$ cat src/core/sfp_consts.svh
`ifndef SFP_CONSTS_SVH
`define SFP_CONSTS_SVH
// Functional notes
// - byte program: opcode 02h, 24-bit address, one data byte, chip select held low
// - data bytes go out most significant bit first, bit 7 down to bit 0
// - software must only program locations already erased to FFh
// - a write-latch-set frame precedes every program or erase frame; the code sends later word frames (ADh, no address) without one
// - word program: opcode ADh, address, even byte first then odd byte
// - later words: ADh plus two data bytes, no address
// - leave word mode with 04h, then 80h when busy output is on
// - 70h turns the serial output into a busy pin, sent before word mode
// - sector erase 20h with address, upper bits pick a 4 KByte sector
// - block erase 52h with address picks a 32 KByte block
// - block erase D8h with address picks a 64 KByte block
// - every opcode, address and data byte is eight serial clocks
`define SFP_WRITE_LATCH_SET_CMD 8'h06
`define SFP_WRITE_LATCH_CLEAR_CMD 8'h04
`define SFP_STATUS_READ_CMD 8'h05
`define SFP_BYTE_PROG_CMD 8'h02
`define SFP_AUTO_INC_CMD 8'hAD
`define SFP_BUSY_OUTPUT_ON_CMD 8'h70
`define SFP_BUSY_OUTPUT_OFF_CMD 8'h80
`define SFP_ERASE_4K_CMD 8'h20
`define SFP_ERASE_32K_CMD 8'h52
`define SFP_ERASE_64K_CMD 8'hD8
`define SFP_ERASE_CHIP_CMD 8'h60
`define SFP_ERASE_CHIP_ALT_CMD 8'hC7
`define SFP_DUMMY_BYTE 8'h00
`define SFP_TOP_ADDRESS 24'hFF_FFFF
`define SFP_ODD_BYTE 24'h00_0001
`define SFP_WORD_STEP 24'h00_0002
`define SFP_BUSY_BIT 0
`define SFP_LAST_BIT 3'h7
`define SFP_SCK_HALF 4'h4
`define SFP_CS_GAP 4'h4
`define SFP_SO_SETTLE 4'h5
`define SFP_REG_CTRL 3'h0
`define SFP_REG_ADDR 3'h1
`define SFP_REG_DATA 3'h2
`define SFP_REG_CFG 3'h3
`define SFP_REG_STAT 3'h4
`define SFP_CTRL_GO 4
`define SFP_CFG_HW 0
`define SFP_CFG_AUTO 1
`define SFP_CFG_ALT 2
`define SFP_STAT_ERR 2
`endif

$ cat src/core/sfp_pkg.sv
`default_nettype none
package sfp_pkg;
	typedef enum logic [3:0] {
		sfp_op_latch_set, sfp_op_latch_clear, sfp_op_status, sfp_op_byte_prog,
		sfp_op_aai_start, sfp_op_aai_next, sfp_op_aai_end, sfp_op_erase_4k,
		sfp_op_erase_32k, sfp_op_erase_64k, sfp_op_erase_chip, sfp_op_wait
	} sfp_op_t;
	typedef enum logic [2:0] {
		sfp_st_idle, sfp_st_frame, sfp_st_byte, sfp_st_gap, sfp_st_poll, sfp_st_hwwait
	} sfp_fsm_t;
	typedef struct packed {
		logic valid;
		logic [7:0] code;
		logic has_addr;
		logic [1:0] ndata;
		logic rx;
	} sfp_frame_t;
	typedef struct packed {
		logic [2:0] ff;
		logic val;
	} sfp_sync_st_t;
	typedef struct packed {
		logic busy;
		logic done;
		logic sck;
		logic mosi;
		logic [7:0] sh;
		logic [7:0] rx;
		logic [2:0] bitn;
		logic [3:0] cnt;
	} sfp_shift_st_t;
	typedef struct packed {
		sfp_fsm_t fsm;
		sfp_op_t op;
		logic [1:0] step;
		logic [2:0] bidx;
		logic [2:0] blen;
		logic [3:0] cnt;
		logic fin;
		logic cs_n;
		logic sh_go;
		logic [7:0] sh_tx;
		logic [23:0] addr;
		logic [15:0] data;
		logic cfg_hw;
		logic cfg_auto;
		logic cfg_alt;
		logic auto_increment_word_program;
		logic aai_top;
		logic [23:0] aai_addr;
		logic busy_out;
		logic err;
		logic [7:0] stat;
		logic hold;
		logic [31:0] rdata;
	} sfp_ctrl_st_t;
endpackage
`default_nettype wire

$ cat src/core/sfp_sync.sv
`timescale 1ns/1ps
`default_nettype none
module sfp_sync (
	input wire logic mclk, // system clock
	input wire logic rst_n, // async reset
	input wire logic async_in, // pin from outside
	output logic level // filtered level
);
	sfp_pkg::sfp_sync_st_t q, n;
	always_comb
	begin
		n = q;
		n.ff = {q.ff[1:0], async_in};
		if (q.ff[1] == q.ff[2])
			n.val = q.ff[2];
	end
	always_ff @(posedge mclk or negedge rst_n)
	begin
		if (!rst_n)
			q <= '0;
		else
			q <= n;
	end
	assign level = q.val;
endmodule // sfp_sync
`default_nettype wire

$ cat src/core/sfp_shift.sv
`timescale 1ns/1ps
`include "sfp_consts.svh"
`default_nettype none
module sfp_shift (
	input wire logic mclk, // system clock
	input wire logic rst_n, // async reset
	input wire logic start, // send one byte
	input wire logic [7:0] tx, // byte to send
	input wire logic miso, // synchronised serial output of the flash
	output logic sck, // serial clock, idles low
	output logic mosi, // serial data to the flash
	output logic done, // byte finished, one cycle
	output logic [7:0] rx // byte received
);
	sfp_pkg::sfp_shift_st_t q, n;
	always_comb
	begin
		n = q;
		n.done = 1'b0;
		if (!q.busy)
		begin
			if (start)
			begin
				n.busy = 1'b1;
				n.sh = tx;
				n.mosi = tx[7];
				n.bitn = 3'h0;
				n.cnt = `SFP_SCK_HALF - 4'h1;
				n.sck = 1'b0;
			end
		end
		else if (q.cnt != 4'h0)
			n.cnt = q.cnt - 4'h1;
		else
		begin
			n.cnt = `SFP_SCK_HALF - 4'h1;
			if (!q.sck)
				n.sck = 1'b1;
			else
			begin
				// sample late in the high phase, well after the synchroniser delay
				n.sck = 1'b0;
				n.rx = {q.rx[6:0], miso};
				if (q.bitn == `SFP_LAST_BIT)
				begin
					n.busy = 1'b0;
					n.done = 1'b1;
				end
				else
				begin
					n.bitn = q.bitn + 3'h1;
					n.sh = {q.sh[6:0], 1'b0};
					n.mosi = q.sh[6];
				end
			end
		end
	end
	always_ff @(posedge mclk or negedge rst_n)
	begin
		if (!rst_n)
			q <= '0;
		else
			q <= n;
	end
	assign sck = q.sck;
	assign mosi = q.mosi;
	assign done = q.done;
	assign rx = q.rx;
endmodule // sfp_shift
`default_nettype wire

$ cat src/core/sfp_ctrl.sv
// Decided for this implementation: register access over Avalon-MM and the register addresses.
`timescale 1ns/1ps
`include "sfp_consts.svh"
`default_nettype none
module sfp_ctrl (
	input wire logic mclk, // 20 MHz system clock
	input wire logic rst_n, // async reset, active low
	input wire logic [4:0] avs_address, // byte address
	input wire logic avs_read, // read request
	input wire logic avs_write, // write request
	input wire logic [31:0] avs_writedata, // write data
	input wire logic [3:0] avs_byteenable, // byte lanes
	output logic [31:0] avs_readdata, // read data
	output logic avs_waitrequest, // stall
	output logic flash_cs_n, // chip select, active low
	output logic flash_sck, // serial clock
	output logic flash_mosi, // serial data to flash
	input wire logic flash_miso // serial output of flash
);
	sfp_pkg::sfp_ctrl_st_t q, n;
	logic so_level;
	logic sh_done;
	logic [7:0] sh_rx;

	sfp_sync u_sync (
		.mclk(mclk),
		.rst_n(rst_n),
		.async_in(flash_miso),
		.level(so_level)
	);

	sfp_shift u_shift (
		.mclk(mclk),
		.rst_n(rst_n),
		.start(q.sh_go),
		.tx(q.sh_tx),
		.miso(so_level),
		.sck(flash_sck),
		.mosi(flash_mosi),
		.done(sh_done),
		.rx(sh_rx)
	);

	function automatic logic [31:0] be_merge(logic [31:0] old, logic [31:0] wd,
		logic [3:0] be);
		logic [31:0] r;
		r = old;
		for (int i = 0; i < 4; i++)
			if (be[i])
				r[8*i +: 8] = wd[8*i +: 8];
		return r;
	endfunction

	function automatic sfp_pkg::sfp_frame_t mk(logic [7:0] code, logic has_addr,
		logic [1:0] nd, logic rx);
		sfp_pkg::sfp_frame_t f;
		f.valid = 1'b1;
		f.code = code;
		f.has_addr = has_addr;
		f.ndata = nd;
		f.rx = rx;
		return f;
	endfunction

	// frame list of one job; opt is busy-output use for word mode entry and exit
	function automatic sfp_pkg::sfp_frame_t frame_of(sfp_pkg::sfp_op_t op,
		logic [1:0] step, logic opt, logic alt);
		sfp_pkg::sfp_frame_t f;
		logic [1:0] e;
		f = '0;
		e = opt ? step : 2'(step + 2'h1);
		case (op)
			sfp_pkg::sfp_op_latch_set:
				if (step == 2'h0)
					f = mk(`SFP_WRITE_LATCH_SET_CMD, 1'b0, 2'h0, 1'b0);
			sfp_pkg::sfp_op_latch_clear:
				if (step == 2'h0)
					f = mk(`SFP_WRITE_LATCH_CLEAR_CMD, 1'b0, 2'h0, 1'b0);
			sfp_pkg::sfp_op_status:
				if (step == 2'h0)
					f = mk(`SFP_STATUS_READ_CMD, 1'b0, 2'h0, 1'b1);
			sfp_pkg::sfp_op_byte_prog:
				if (step == 2'h0)
					f = mk(`SFP_WRITE_LATCH_SET_CMD, 1'b0, 2'h0, 1'b0);
				else if (step == 2'h1)
					f = mk(`SFP_BYTE_PROG_CMD, 1'b1, 2'h1, 1'b0); // target erased by software first
			sfp_pkg::sfp_op_aai_start:
				if (e == 2'h0)
					f = mk(`SFP_BUSY_OUTPUT_ON_CMD, 1'b0, 2'h0, 1'b0);
				else if (e == 2'h1)
					f = mk(`SFP_WRITE_LATCH_SET_CMD, 1'b0, 2'h0, 1'b0);
				else if (e == 2'h2)
					f = mk(`SFP_AUTO_INC_CMD, 1'b1, 2'h2, 1'b0);
			sfp_pkg::sfp_op_aai_next:
				if (step == 2'h0)
					f = mk(`SFP_AUTO_INC_CMD, 1'b0, 2'h2, 1'b0);
			sfp_pkg::sfp_op_aai_end:
				if (step == 2'h0)
					f = mk(`SFP_WRITE_LATCH_CLEAR_CMD, 1'b0, 2'h0, 1'b0);
				else if (step == 2'h1 && opt)
					f = mk(`SFP_BUSY_OUTPUT_OFF_CMD, 1'b0, 2'h0, 1'b0);
			sfp_pkg::sfp_op_erase_4k:
				if (step == 2'h0)
					f = mk(`SFP_WRITE_LATCH_SET_CMD, 1'b0, 2'h0, 1'b0);
				else if (step == 2'h1)
					f = mk(`SFP_ERASE_4K_CMD, 1'b1, 2'h0, 1'b0);
			sfp_pkg::sfp_op_erase_32k:
				if (step == 2'h0)
					f = mk(`SFP_WRITE_LATCH_SET_CMD, 1'b0, 2'h0, 1'b0);
				else if (step == 2'h1)
					f = mk(`SFP_ERASE_32K_CMD, 1'b1, 2'h0, 1'b0);
			sfp_pkg::sfp_op_erase_64k:
				if (step == 2'h0)
					f = mk(`SFP_WRITE_LATCH_SET_CMD, 1'b0, 2'h0, 1'b0);
				else if (step == 2'h1)
					f = mk(`SFP_ERASE_64K_CMD, 1'b1, 2'h0, 1'b0);
			sfp_pkg::sfp_op_erase_chip:
				if (step == 2'h0)
					f = mk(`SFP_WRITE_LATCH_SET_CMD, 1'b0, 2'h0, 1'b0);
				else if (step == 2'h1)
					f = mk(alt ? `SFP_ERASE_CHIP_ALT_CMD : `SFP_ERASE_CHIP_CMD,
						1'b0, 2'h0, 1'b0);
			default:
				f = '0;
		endcase
		return f;
	endfunction

	// byte b of a frame: opcode, address high to low, even data, odd data
	function automatic logic [7:0] tx_byte(sfp_pkg::sfp_frame_t f, logic [23:0] a,
		logic [15:0] d, logic [2:0] b);
		logic [47:0] v;
		logic [2:0] j;
		v = {f.code, a, d[7:0], d[15:8]};
		j = (f.has_addr || b == 3'h0) ? b : 3'(b + 3'h3);
		if (f.rx && b != 3'h0)
			return `SFP_DUMMY_BYTE;
		return 8'(v >> (6'h08 * 6'(3'h5 - j)));
	endfunction

	function automatic logic allowed(sfp_pkg::sfp_op_t op, logic auto_increment_word_program, logic bo,
		logic top);
		logic r;
		r = 1'b0;
		if (op > sfp_pkg::sfp_op_wait)
			r = 1'b0;
		else if (auto_increment_word_program)
			case (op)
				sfp_pkg::sfp_op_aai_next:
					r = !top;
				sfp_pkg::sfp_op_aai_end, sfp_pkg::sfp_op_latch_clear,
				sfp_pkg::sfp_op_wait:
					r = 1'b1;
				sfp_pkg::sfp_op_status:
					r = !bo;
				default:
					r = 1'b0;
			endcase
		else
			r = (op != sfp_pkg::sfp_op_aai_next);
		return r;
	endfunction

	function automatic logic needs_poll(sfp_pkg::sfp_op_t op, logic auto_wait);
		logic r;
		case (op)
			sfp_pkg::sfp_op_wait:
				r = 1'b1;
			sfp_pkg::sfp_op_byte_prog, sfp_pkg::sfp_op_aai_start,
			sfp_pkg::sfp_op_aai_next, sfp_pkg::sfp_op_erase_4k,
			sfp_pkg::sfp_op_erase_32k, sfp_pkg::sfp_op_erase_64k,
			sfp_pkg::sfp_op_erase_chip:
				r = auto_wait;
			default:
				r = 1'b0;
		endcase
		return r;
	endfunction

	always_comb
	begin
		sfp_pkg::sfp_frame_t f;
		logic acc_wr;
		logic go_req;
		logic err_set;
		logic err_clr;
		logic [31:0] wm;
		logic [23:0] base;
		n = q;
		f = frame_of(q.op, q.step,
			(q.op == sfp_pkg::sfp_op_aai_end) ? q.busy_out : q.cfg_hw, q.cfg_alt);
		acc_wr = avs_write && !q.hold;
		go_req = 1'b0;
		err_set = 1'b0;
		err_clr = 1'b0;
		wm = 32'h0000_0000;
		base = 24'h00_0000;
		n.sh_go = 1'b0;
		n.hold = 1'b1;
		if ((avs_read || avs_write) && q.hold)
		begin
			n.hold = 1'b0;
			case (avs_address[4:2])
				`SFP_REG_CTRL: n.rdata = 32'(q.op);
				`SFP_REG_ADDR: n.rdata = 32'(q.addr);
				`SFP_REG_DATA: n.rdata = 32'(q.data);
				`SFP_REG_CFG: n.rdata = 32'({q.cfg_alt, q.cfg_auto, q.cfg_hw});
				`SFP_REG_STAT: n.rdata = 32'({so_level, q.stat, 4'h0, q.busy_out,
					q.err, q.auto_increment_word_program, q.fsm != sfp_pkg::sfp_st_idle});
				default: n.rdata = 32'h0000_0000;
			endcase
		end
		if (acc_wr)
		begin
			case (avs_address[4:2])
				`SFP_REG_CTRL:
					go_req = avs_byteenable[0] && avs_writedata[`SFP_CTRL_GO];
				`SFP_REG_ADDR:
				begin
					wm = be_merge(32'(q.addr), avs_writedata, avs_byteenable);
					if (q.fsm == sfp_pkg::sfp_st_idle)
						n.addr = wm[23:0];
					else
						err_set = 1'b1;
				end
				`SFP_REG_DATA:
				begin
					wm = be_merge(32'(q.data), avs_writedata, avs_byteenable);
					if (q.fsm == sfp_pkg::sfp_st_idle)
						n.data = wm[15:0];
					else
						err_set = 1'b1;
				end
				`SFP_REG_CFG:
					if (q.fsm != sfp_pkg::sfp_st_idle)
						err_set = 1'b1;
					else if (avs_byteenable[0])
					begin
						n.cfg_hw = avs_writedata[`SFP_CFG_HW];
						n.cfg_auto = avs_writedata[`SFP_CFG_AUTO];
						n.cfg_alt = avs_writedata[`SFP_CFG_ALT];
					end
				`SFP_REG_STAT:
					err_clr = avs_byteenable[0] && avs_writedata[`SFP_STAT_ERR];
				default:
					err_set = 1'b0;
			endcase
		end
		case (q.fsm)
			sfp_pkg::sfp_st_idle:
				if (go_req)
				begin
					if (allowed(sfp_pkg::sfp_op_t'(avs_writedata[3:0]), q.auto_increment_word_program,
						q.busy_out, q.aai_top))
					begin
						n.op = sfp_pkg::sfp_op_t'(avs_writedata[3:0]);
						n.step = 2'h0;
						n.fin = 1'b0;
						n.fsm = sfp_pkg::sfp_st_frame;
					end
					else
						err_set = 1'b1;
				end
			sfp_pkg::sfp_st_frame:
				if (f.valid)
				begin
					n.cs_n = 1'b0;
					n.bidx = 3'h0;
					n.blen = 3'(3'h1 + (f.has_addr ? 3'h3 : 3'h0) + {1'b0, f.ndata}
						+ {2'h0, f.rx});
					n.sh_go = 1'b1;
					n.sh_tx = tx_byte(f, q.addr, q.data, 3'h0);
					n.fsm = sfp_pkg::sfp_st_byte;
				end
				else if (!q.fin && needs_poll(q.op, q.cfg_auto))
				begin
					n.fin = 1'b1;
					n.cs_n = 1'b0;
					n.bidx = 3'h0;
					n.cnt = `SFP_SO_SETTLE;
					if (q.auto_increment_word_program && q.busy_out)
						n.fsm = sfp_pkg::sfp_st_hwwait;
					else
					begin
						n.sh_go = 1'b1;
						n.sh_tx = `SFP_STATUS_READ_CMD;
						n.fsm = sfp_pkg::sfp_st_poll;
					end
				end
				else
					n.fsm = sfp_pkg::sfp_st_idle;
			sfp_pkg::sfp_st_byte:
				if (sh_done)
				begin
					if (f.rx && q.bidx != 3'h0)
						n.stat = sh_rx;
					if (q.bidx == 3'(q.blen - 3'h1))
					begin
						// rising chip select launches the operation in the flash
						n.cs_n = 1'b1;
						n.cnt = `SFP_CS_GAP;
						n.step = 2'(q.step + 2'h1);
						n.fsm = sfp_pkg::sfp_st_gap;
						case (f.code)
							`SFP_AUTO_INC_CMD:
							begin
								base = f.has_addr ? (q.addr & ~`SFP_ODD_BYTE) : q.aai_addr;
								n.auto_increment_word_program = 1'b1;
								n.aai_top = ((base | `SFP_ODD_BYTE) == `SFP_TOP_ADDRESS);
								n.aai_addr = base + `SFP_WORD_STEP;
							end
							`SFP_WRITE_LATCH_CLEAR_CMD:
							begin
								n.auto_increment_word_program = 1'b0;
								n.aai_top = 1'b0;
							end
							`SFP_BUSY_OUTPUT_ON_CMD:
								n.busy_out = 1'b1;
							`SFP_BUSY_OUTPUT_OFF_CMD:
								n.busy_out = 1'b0;
							default:
								n.auto_increment_word_program = q.auto_increment_word_program;
						endcase
					end
					else
					begin
						n.bidx = 3'(q.bidx + 3'h1);
						n.sh_go = 1'b1;
						n.sh_tx = tx_byte(f, q.addr, q.data, 3'(q.bidx + 3'h1));
					end
				end
			sfp_pkg::sfp_st_gap:
				if (q.cnt != 4'h0)
					n.cnt = q.cnt - 4'h1;
				else
					n.fsm = q.fin ? sfp_pkg::sfp_st_idle : sfp_pkg::sfp_st_frame;
			sfp_pkg::sfp_st_poll:
				if (sh_done)
				begin
					if (q.bidx != 3'h0)
						n.stat = sh_rx;
					n.bidx = 3'h1;
					if (q.bidx != 3'h0 && !sh_rx[`SFP_BUSY_BIT])
					begin
						n.cs_n = 1'b1;
						n.cnt = `SFP_CS_GAP;
						n.fsm = sfp_pkg::sfp_st_gap;
					end
					else
					begin
						// keep clocking: the status byte repeats while selected
						n.sh_go = 1'b1;
						n.sh_tx = `SFP_DUMMY_BYTE;
					end
				end
			sfp_pkg::sfp_st_hwwait:
				if (q.cnt != 4'h0)
					n.cnt = q.cnt - 4'h1;
				else if (so_level)
				begin
					n.cs_n = 1'b1;
					n.cnt = `SFP_CS_GAP;
					n.fsm = sfp_pkg::sfp_st_gap;
				end
			default:
				n.fsm = sfp_pkg::sfp_st_idle;
		endcase
		n.err = (q.err && !err_clr) || err_set;
	end

	always_ff @(posedge mclk or negedge rst_n)
	begin
		if (!rst_n)
		begin
			q <= '0;
			q.hold <= 1'b1;
			q.cs_n <= 1'b1;
		end
		else
			q <= n;
	end

	assign avs_readdata = q.rdata;
	assign avs_waitrequest = q.hold;
	assign flash_cs_n = q.cs_n;
endmodule // sfp_ctrl
`default_nettype wire

$ cat config.mk
export PLATFORM = sky130hd
export DESIGN_NAME = sfp_ctrl
export DESIGN_NICKNAME = d
export VERILOG_FILES = /design/src/core/sfp_pkg.sv /design/src/core/sfp_sync.sv /design/src/core/sfp_shift.sv /design/src/core/sfp_ctrl.sv
export VERILOG_INCLUDE_DIRS = /design/src /design/src/core
export SDC_FILE = /design/constraint.sdc
export NUM_CORES = 1
export LEC_CHECK = 0
export BUFFER_PORTS_ARGS = -buffer_cell sky130_fd_sc_hd__buf_2
export CELL_PAD_IN_SITES_DETAIL_PLACEMENT = 1
export CELL_PAD_IN_SITES_GLOBAL_PLACEMENT = 1
export CORE_MARGIN = 2
export CORE_UTILIZATION = 43
export DETAILED_ROUTE_END_ITERATION = 6
export PLACE_DENSITY_LB_ADDON = 0.08
export SLEW_MARGIN = 20
export SYNTH_ARGS = -nofsm -noshare
export SYNTH_HDL_FRONTEND = slang
export SYNTH_HIERARCHICAL = 1
export SYNTH_SLANG_ARGS = --single-unit
$ cat constraint.sdc
create_clock -name mclk -period 4.6 [get_ports mclk]
set_clock_uncertainty 0.1 [all_clocks]
set_input_delay 0.92 -clock mclk [delete_from_list [all_inputs] [get_ports mclk]]
set_output_delay 0.92 -clock mclk [all_outputs]
set_load 0.05 [all_outputs]
==> results of run 1 <==
## sequential cells by signal, indices dropped and copies added (netlist names)
name and flops:
avs_readdata 24, avs_waitrequest 1, flash_cs_n 1, q 107, u_shift/done 1, u_shift/mosi 1, u_shift/q 15, u_shift/rx 8
u_shift/sck 1, u_sync/level 1, u_sync/n 2, u_sync/q 1
## how the worst max path moves through the flow
stage | from | end | slack (ps) | cells after the start
after global routing | q[135] | q[66] | -5 | 20
after global placement | q[135] | q[66] | 340 | 18
final | q[135] | q[66] | 390 | 20
after CTS | q[135] | q[66] | 160 | 18
after floorplan | q[138] | q[66] | 230 | 21
after detailed placement | q[135] | q[66] | 200 | 18
## area by class of cell
| cell class | instances | area [um^2] | share of cell area |
|---|---|---|---|
| clock inverter | 14 | 153 | 0.0137 |
| tap | 319 | 399 | 0.0359 |
| clock buffer | 18 | 439 | 0.0395 |
| sequential | 163 | 4080 | 0.367 |
| timing repair buffer | 80 | 464 | 0.0418 |
| multi-input combinational | 817 | 5450 | 0.491 |
| inverter | 32 | 120 | 0.0108 |
## cells by family after synthesis
logic type | Yosys count | synth area share
DFF | 163 | 0.401
AOI/OAI and AO/OA | 276 | 0.183
muxes | 97 | 0.106
other | 1 | 0.000368
xor gates and xnor gates | 22 | 0.0210
adders and majority gates | 23 | 0.0289
and+or+nand+nor | 391 | 0.190
buffers and inverters | 130 | 0.0699
## layer usage
metal / GRT usage / up-vias / wire length [um]
met3: 0.0378 / 34 / 1270
met1: 0.376 / 4222 / 15200
met2: 0.403 / 186 / 14400
li1: - / 3952 / -
met4: 0.0636 / 0 / 450
met5: 0 / - / 0
## critical path: stages (launching register included)
cell and delay [ps]:
dfrtp_1 380, nand4bb_2 340, nor2_1 190, a21oi_2 80
nor2_1 100, a21o_1 140, ha_1 190, nand4bb_1 190
a21oi_4 250, nor2_4 80, inv_2 90, nand2_1 50
nand2_1 90, ha_1 270, and3_1 260, nand3_1 140
or3_1 350, o21ai_1 230, o211ai_1 150, xnor2_1 140
mux2_1 280
## cell usage after synthesis, drive strengths merged (3+ instances only)
library cell,count,area (um^2)
inv,32,120
and2,11,68.8
o22ai,17,113
a21oi,68,363
a31o,9,78.8
nand3b,3,22.5
clkbuf,30,113
o32ai,10,103
a22oi,14,105
or3,4,25.0
a211oi,15,130
nor2b,13,83.8
nor3b,7,57.6
and4,3,26.3
o21a,7,52.6
o211ai,3,22.5
a2bb2oi,3,26.3
mux2i,28,280
nand3,48,250
xor2,5,43.8
dfrtp,161,4030
or2,5,31.3
nor4,6,43.8
o21ai,68,340
nand4,9,56.3
nor2,75,292
o31ai,5,42.5
mux2,67,758
a22o,8,70.1
buf,68,479
nand2,138,523
and3,18,113
ha,21,263
nor3,21,110
a2111oi,3,33.8
xnor2,16,148
a21o,7,52.6
nand2b,20,130
a31oi,14,87.6
## power breakdown
part	switching (mW)	total [mW]	internal, mW
clock network	0.717	1.46	0.746
registers	0.321	1.95	1.63
logic	0.626	1.04	0.417
total	1.66	4.46	2.79
## stage by stage
step | TNS (ps) | instances | setup WS (ps) | power, mW | cell area (um^2)
floorplan | 0 | 1110 | 233 | 2.64 | 10200
detailed placement | 0 | 1410 | 200 | 3.01 | 10500
global route | -5.09 | 1443 | -5.09 | 4.69 | 11100
CTS | 0 | 1442 | 155 | 4.48 | 11100
global placement | 0 | 1410 | 344 | 2.97 | 10500
finish | 0 | 1443 | 390 | 4.46 | 11100
## repair_timing
| item | CTS | global route |
|---|---|---|
| setup buffers | 0 | 1 |
| gates resized for setup | 0 | 4 |
| endpoints found under the setup margin | 0 | 4 |
==> impl_metrics.yaml, run 1 <==
job:
  max-cap-violations: 0
finish:
  synthToLayoutAreaGrowth_pct: 9.05
  layout-drive-gt1-share: 0.199
  layout_common_cells: "dfrtp_1, nand2_1, nor2_1"
  nFillCells: 2709
  diodes: 0
  final_common_cell: "dfrtp_1"
  final_core_util: 0.476
  nets: 1179
cts:
  insertion_delay_ps: 440
  cts_buffer_depth: 2
  clkSinkCount: 163
  cts-buffers-inserted: 17
  holdBufCountCts: 0
  cts_tree: "built"
  clkSlewWorstSetupHoldPaths_ps: 70
  clockRootBuffer: "clkbuf_16"
  cts_max_level: 4
setup_path:
  rrSetupSlack_ps: 390
  end_kind: "flip-flop"
  arrival_ps: 4420
  cp_max_fo: 6
  cp-start-kind: "flip-flop"
  worstSetupPathType: "flip-flop to flip-flop"
  crit_required_ps: 4810
  r2r_start: "q[135]"
  r2r_end: "q[66]"
  rr_worst_depth: 20
logic_synthesis:
  synth_area_um2: 10200
  synthArstFlopShare: 1.00
  synthCells: 1103
  synth_ff_type: "dfrtp_1"
  ys_seq_elements: 163
  yosysWarnings: 6
  synth_edf_count: 0
  yosysSeqAreaShare: 0.401
  avgSynthCellArea_um2: 9.24
  ys_types: 103
global_routing:
  overflow: 0
  grt_pass1_wl_mm: 48.8
  grt_max_degree: 93
  grt_pass1_vias: 8446
  antenna_found_initial: 0
  grt_usage: 0.258
route:
  drt_first_iter_violations: 572
  via_count: 8394
  final_antenna_net_count: 0
  vias_per_cell: 5.82
  detail_route.wl_per_cell_um: 21.7
  first_pass_iters: 5
  postRouteWirelength_mm: 31.3
  drc: 0
placed_design:
  port_buffers: 62
  place_congestion: 0.868
  dp_hpwl_mm: 22.9
min_path:
  hp-start: "u_sync/n[2]"
  hold_end: "u_sync/n[3]"
  whs_path_depth: 0
  hold_class: "flip-flop to flip-flop"
timing:
  whs_ps: 261
  hold_violations: 0
  drv_slew: 0
  max_slew.worst_pin.slew_ps: 956
  setup_viol: 0
  max_freq_mhz: 238
  slew_headroom: 0.361
  period_minus_slack_ps: 4210
  period_share: 0.915
status:
  status: "finished clean"
die:
  die_h_um: 158
  initial_core_util: 0.437
  rows: 56
  die_x_um: 158
  core_um2: 23300
  die_area_um2: 24900
  ios: 82
power:
  powerDensity_nw_per_um2: 401
  ir_drop_mv: 0.205
  leakagePower_nw: 4.99
Power figures use the tool's default switching activity.
==> run 2, diff against run 1 <==
==> constraint.sdc (replaced) <==
create_clock -name mclk -period 5 [get_ports mclk]
set_clock_uncertainty 0.1 [all_clocks]
set_input_delay 1 -clock mclk [delete_from_list [all_inputs] [get_ports mclk]]
set_output_delay 1 -clock mclk [all_outputs]
set_load 0.05 [all_outputs]
==> run 2 against run 1 <==
Compared with the run above:
- utilization is 0.27 points lower
- die area unchanged
- clock power shrank 10%
- cell count down 0.28%
==> impl_metrics.yaml, run 2 (same netlist as run 1, synthesis figures left out) <==
timing:
  period_minus_slack_ps: 4450
  hold_violations: 0
  fin_setup_tns_ps: 0
  slew_headroom: 0.268
  rsz0062_at_grt: "no"
  setup_viol: 0
  drv_slew: 0
  max_freq_mhz: 225
  period_share: 0.889
  whs_ps: 252
  max_slew.worst_pin.slew_ps: 1090
placed_design:
  dp_hpwl_mm: 22.5
  placed_area_um2: 10500
  place_congestion: 0.849
  port_buffers: 62
power:
  leakagePower_nw: 4.95
  powerDensity_nw_per_um2: 365
  ir_drop_mv: 0.195
min_path:
  hold_class: "flip-flop to flip-flop"
cts:
  cts-buffers-inserted: 17
  clockRootBuffer: "clkbuf_16"
  holdBufCountCts: 0
  cts_max_level: 4
  cts_buffer_depth: 2
  cts_tree: "built"
  clkSinkCount: 163
  clkSlewWorstSetupHoldPaths_ps: 70
  cts_setup_buffers: 0
  insertion_delay_ps: 430
die:
  rows: 56
  initial_core_util: 0.437
  core_um2: 23300
  die_area_um2: 24900
  ios: 82
  die_h_um: 158
  die_x_um: 158
route:
  postRouteWirelength_mm: 30.8
  drt_first_iter_violations: 580
  drc: 0
  first_pass_iters: 5
  final_antenna_net_count: 0
  detail_route.wl_per_cell_um: 21.4
  vias_per_cell: 5.82
  via_count: 8381
finish:
  nets: 1175
  final_common_cell: "dfrtp_1"
  layout-drive-gt1-share: 0.195
  diodes: 0
  registers.top_by_ff_count: "q"
  largest_reg_flops: 107
  layout_common_cells: "dfrtp_1, nand2_1, nor2_1"
  stdcell_area_um2: 11000
  synthToLayoutAreaGrowth_pct: 8.44
global_routing:
  grt_max_degree: 86
  grt_pass1_wl_mm: 48.6
  antenna_found_initial: 0
  grt_pass1_vias: 8204
  grt_usage: 0.256
  overflow: 0
setup_path:
  worstSetupPathType: "flip-flop to flip-flop"
  crit_required_ps: 5210
  arrival_ps: 4660
  cp-start-kind: "flip-flop"
  end_kind: "flip-flop"
  cp_max_fo: 7
job:
  max-cap-violations: 0
status:
  status: "finished clean"
==> run 2: cell types whose count changed in the layout (fill, tap and decap cells not counted), sizes merged <==
cell | before | now
buf | 80 | 76
clkinvlp | 0 | 1
inv | 41 | 42
clkinv | 5 | 3
==> run 2: report_power, final <==
part	switching (mW)	total [mW]	internal (mW)
clock	0.640	1.31	0.666
combinational	0.568	0.945	0.377
sequential	0.284	1.78	1.50
total	1.49	4.03	2.54
==> run 2: worst paths after layout <==
kind                             start      endpoint  slack (ps)  cells past startpoint
setup / recovery                q[135]         q[66]         550                     19
hold / removal             u_sync/n[2]   u_sync/n[3]         250                      0
setup reg to reg                q[135]         q[66]         550                     19
hold reg to reg            u_sync/n[2]   u_sync/n[3]         250                      0
max in group asynchronous        rst_n        q[113]        3300                      2
min in group asynchronous        rst_n  u_shift/q[1]         530                      1
==> run 2: metrics by stage <==
step | power [mW] | setup WS, ps | cells | util
2_1_floorplan | 2.42 | 633 | 1110 | -
3_3_place_gp | 2.72 | 583 | 1407 | 0.448
3_5_place_dp | 2.75 | 420 | 1407 | 0.448
4_1_cts | 4.06 | 418 | 1439 | 0.473
5_1_grt | 4.25 | 97.5 | 1439 | 0.473
6_report | 4.03 | 555 | 1439 | 0.473
==> run 2: repair_timing <==
| action | CTS | global route |
|---|---|---|
| gates resized for setup | 0 | 3 |
| endpoints found under the hold margin | 0 | 0 |
| endpoints found under the setup margin | 0 | 1 |
==> run 2: cell type report <==
class	instances	area (um^2)
Inverter	32	120
Clock inverter	14	138
Tap cell	319	399
Timing Repair Buffer	76	434
Clock buffer	18	429
Multi-Input combinational cell	817	5450
Sequential cell	163	4080
Fill cell	2713	12300
==> run 2: critical path, cell delays in order, from the launching register on <==
cell and delay [ps]:
dfrtp_1 390, nand4bb_1 370, nor2_1 230, a21oi_2 80
xnor2_1 250, ha_1 230, nand4bb_1 190, a21oi_4 280
nor2_4 70, inv_2 80, nand2_1 50, nand2_1 90
ha_1 270, and3_1 290, nand3_2 180, or3_1 370
o21ai_1 220, o211ai_1 140, xnor2_1 150, mux2_1 280
==> run 2: metal layers <==
layer | track usage | part of all wire | vias up
met1 | 0.381 | 0.49 | 4241
met5 | 0 | 0 | -
met4 | 0.0481 | 0.0094 | 0
met3 | 0.0337 | 0.041 | 19
met2 | 0.401 | 0.46 | 190
li1 | - | - | 3931
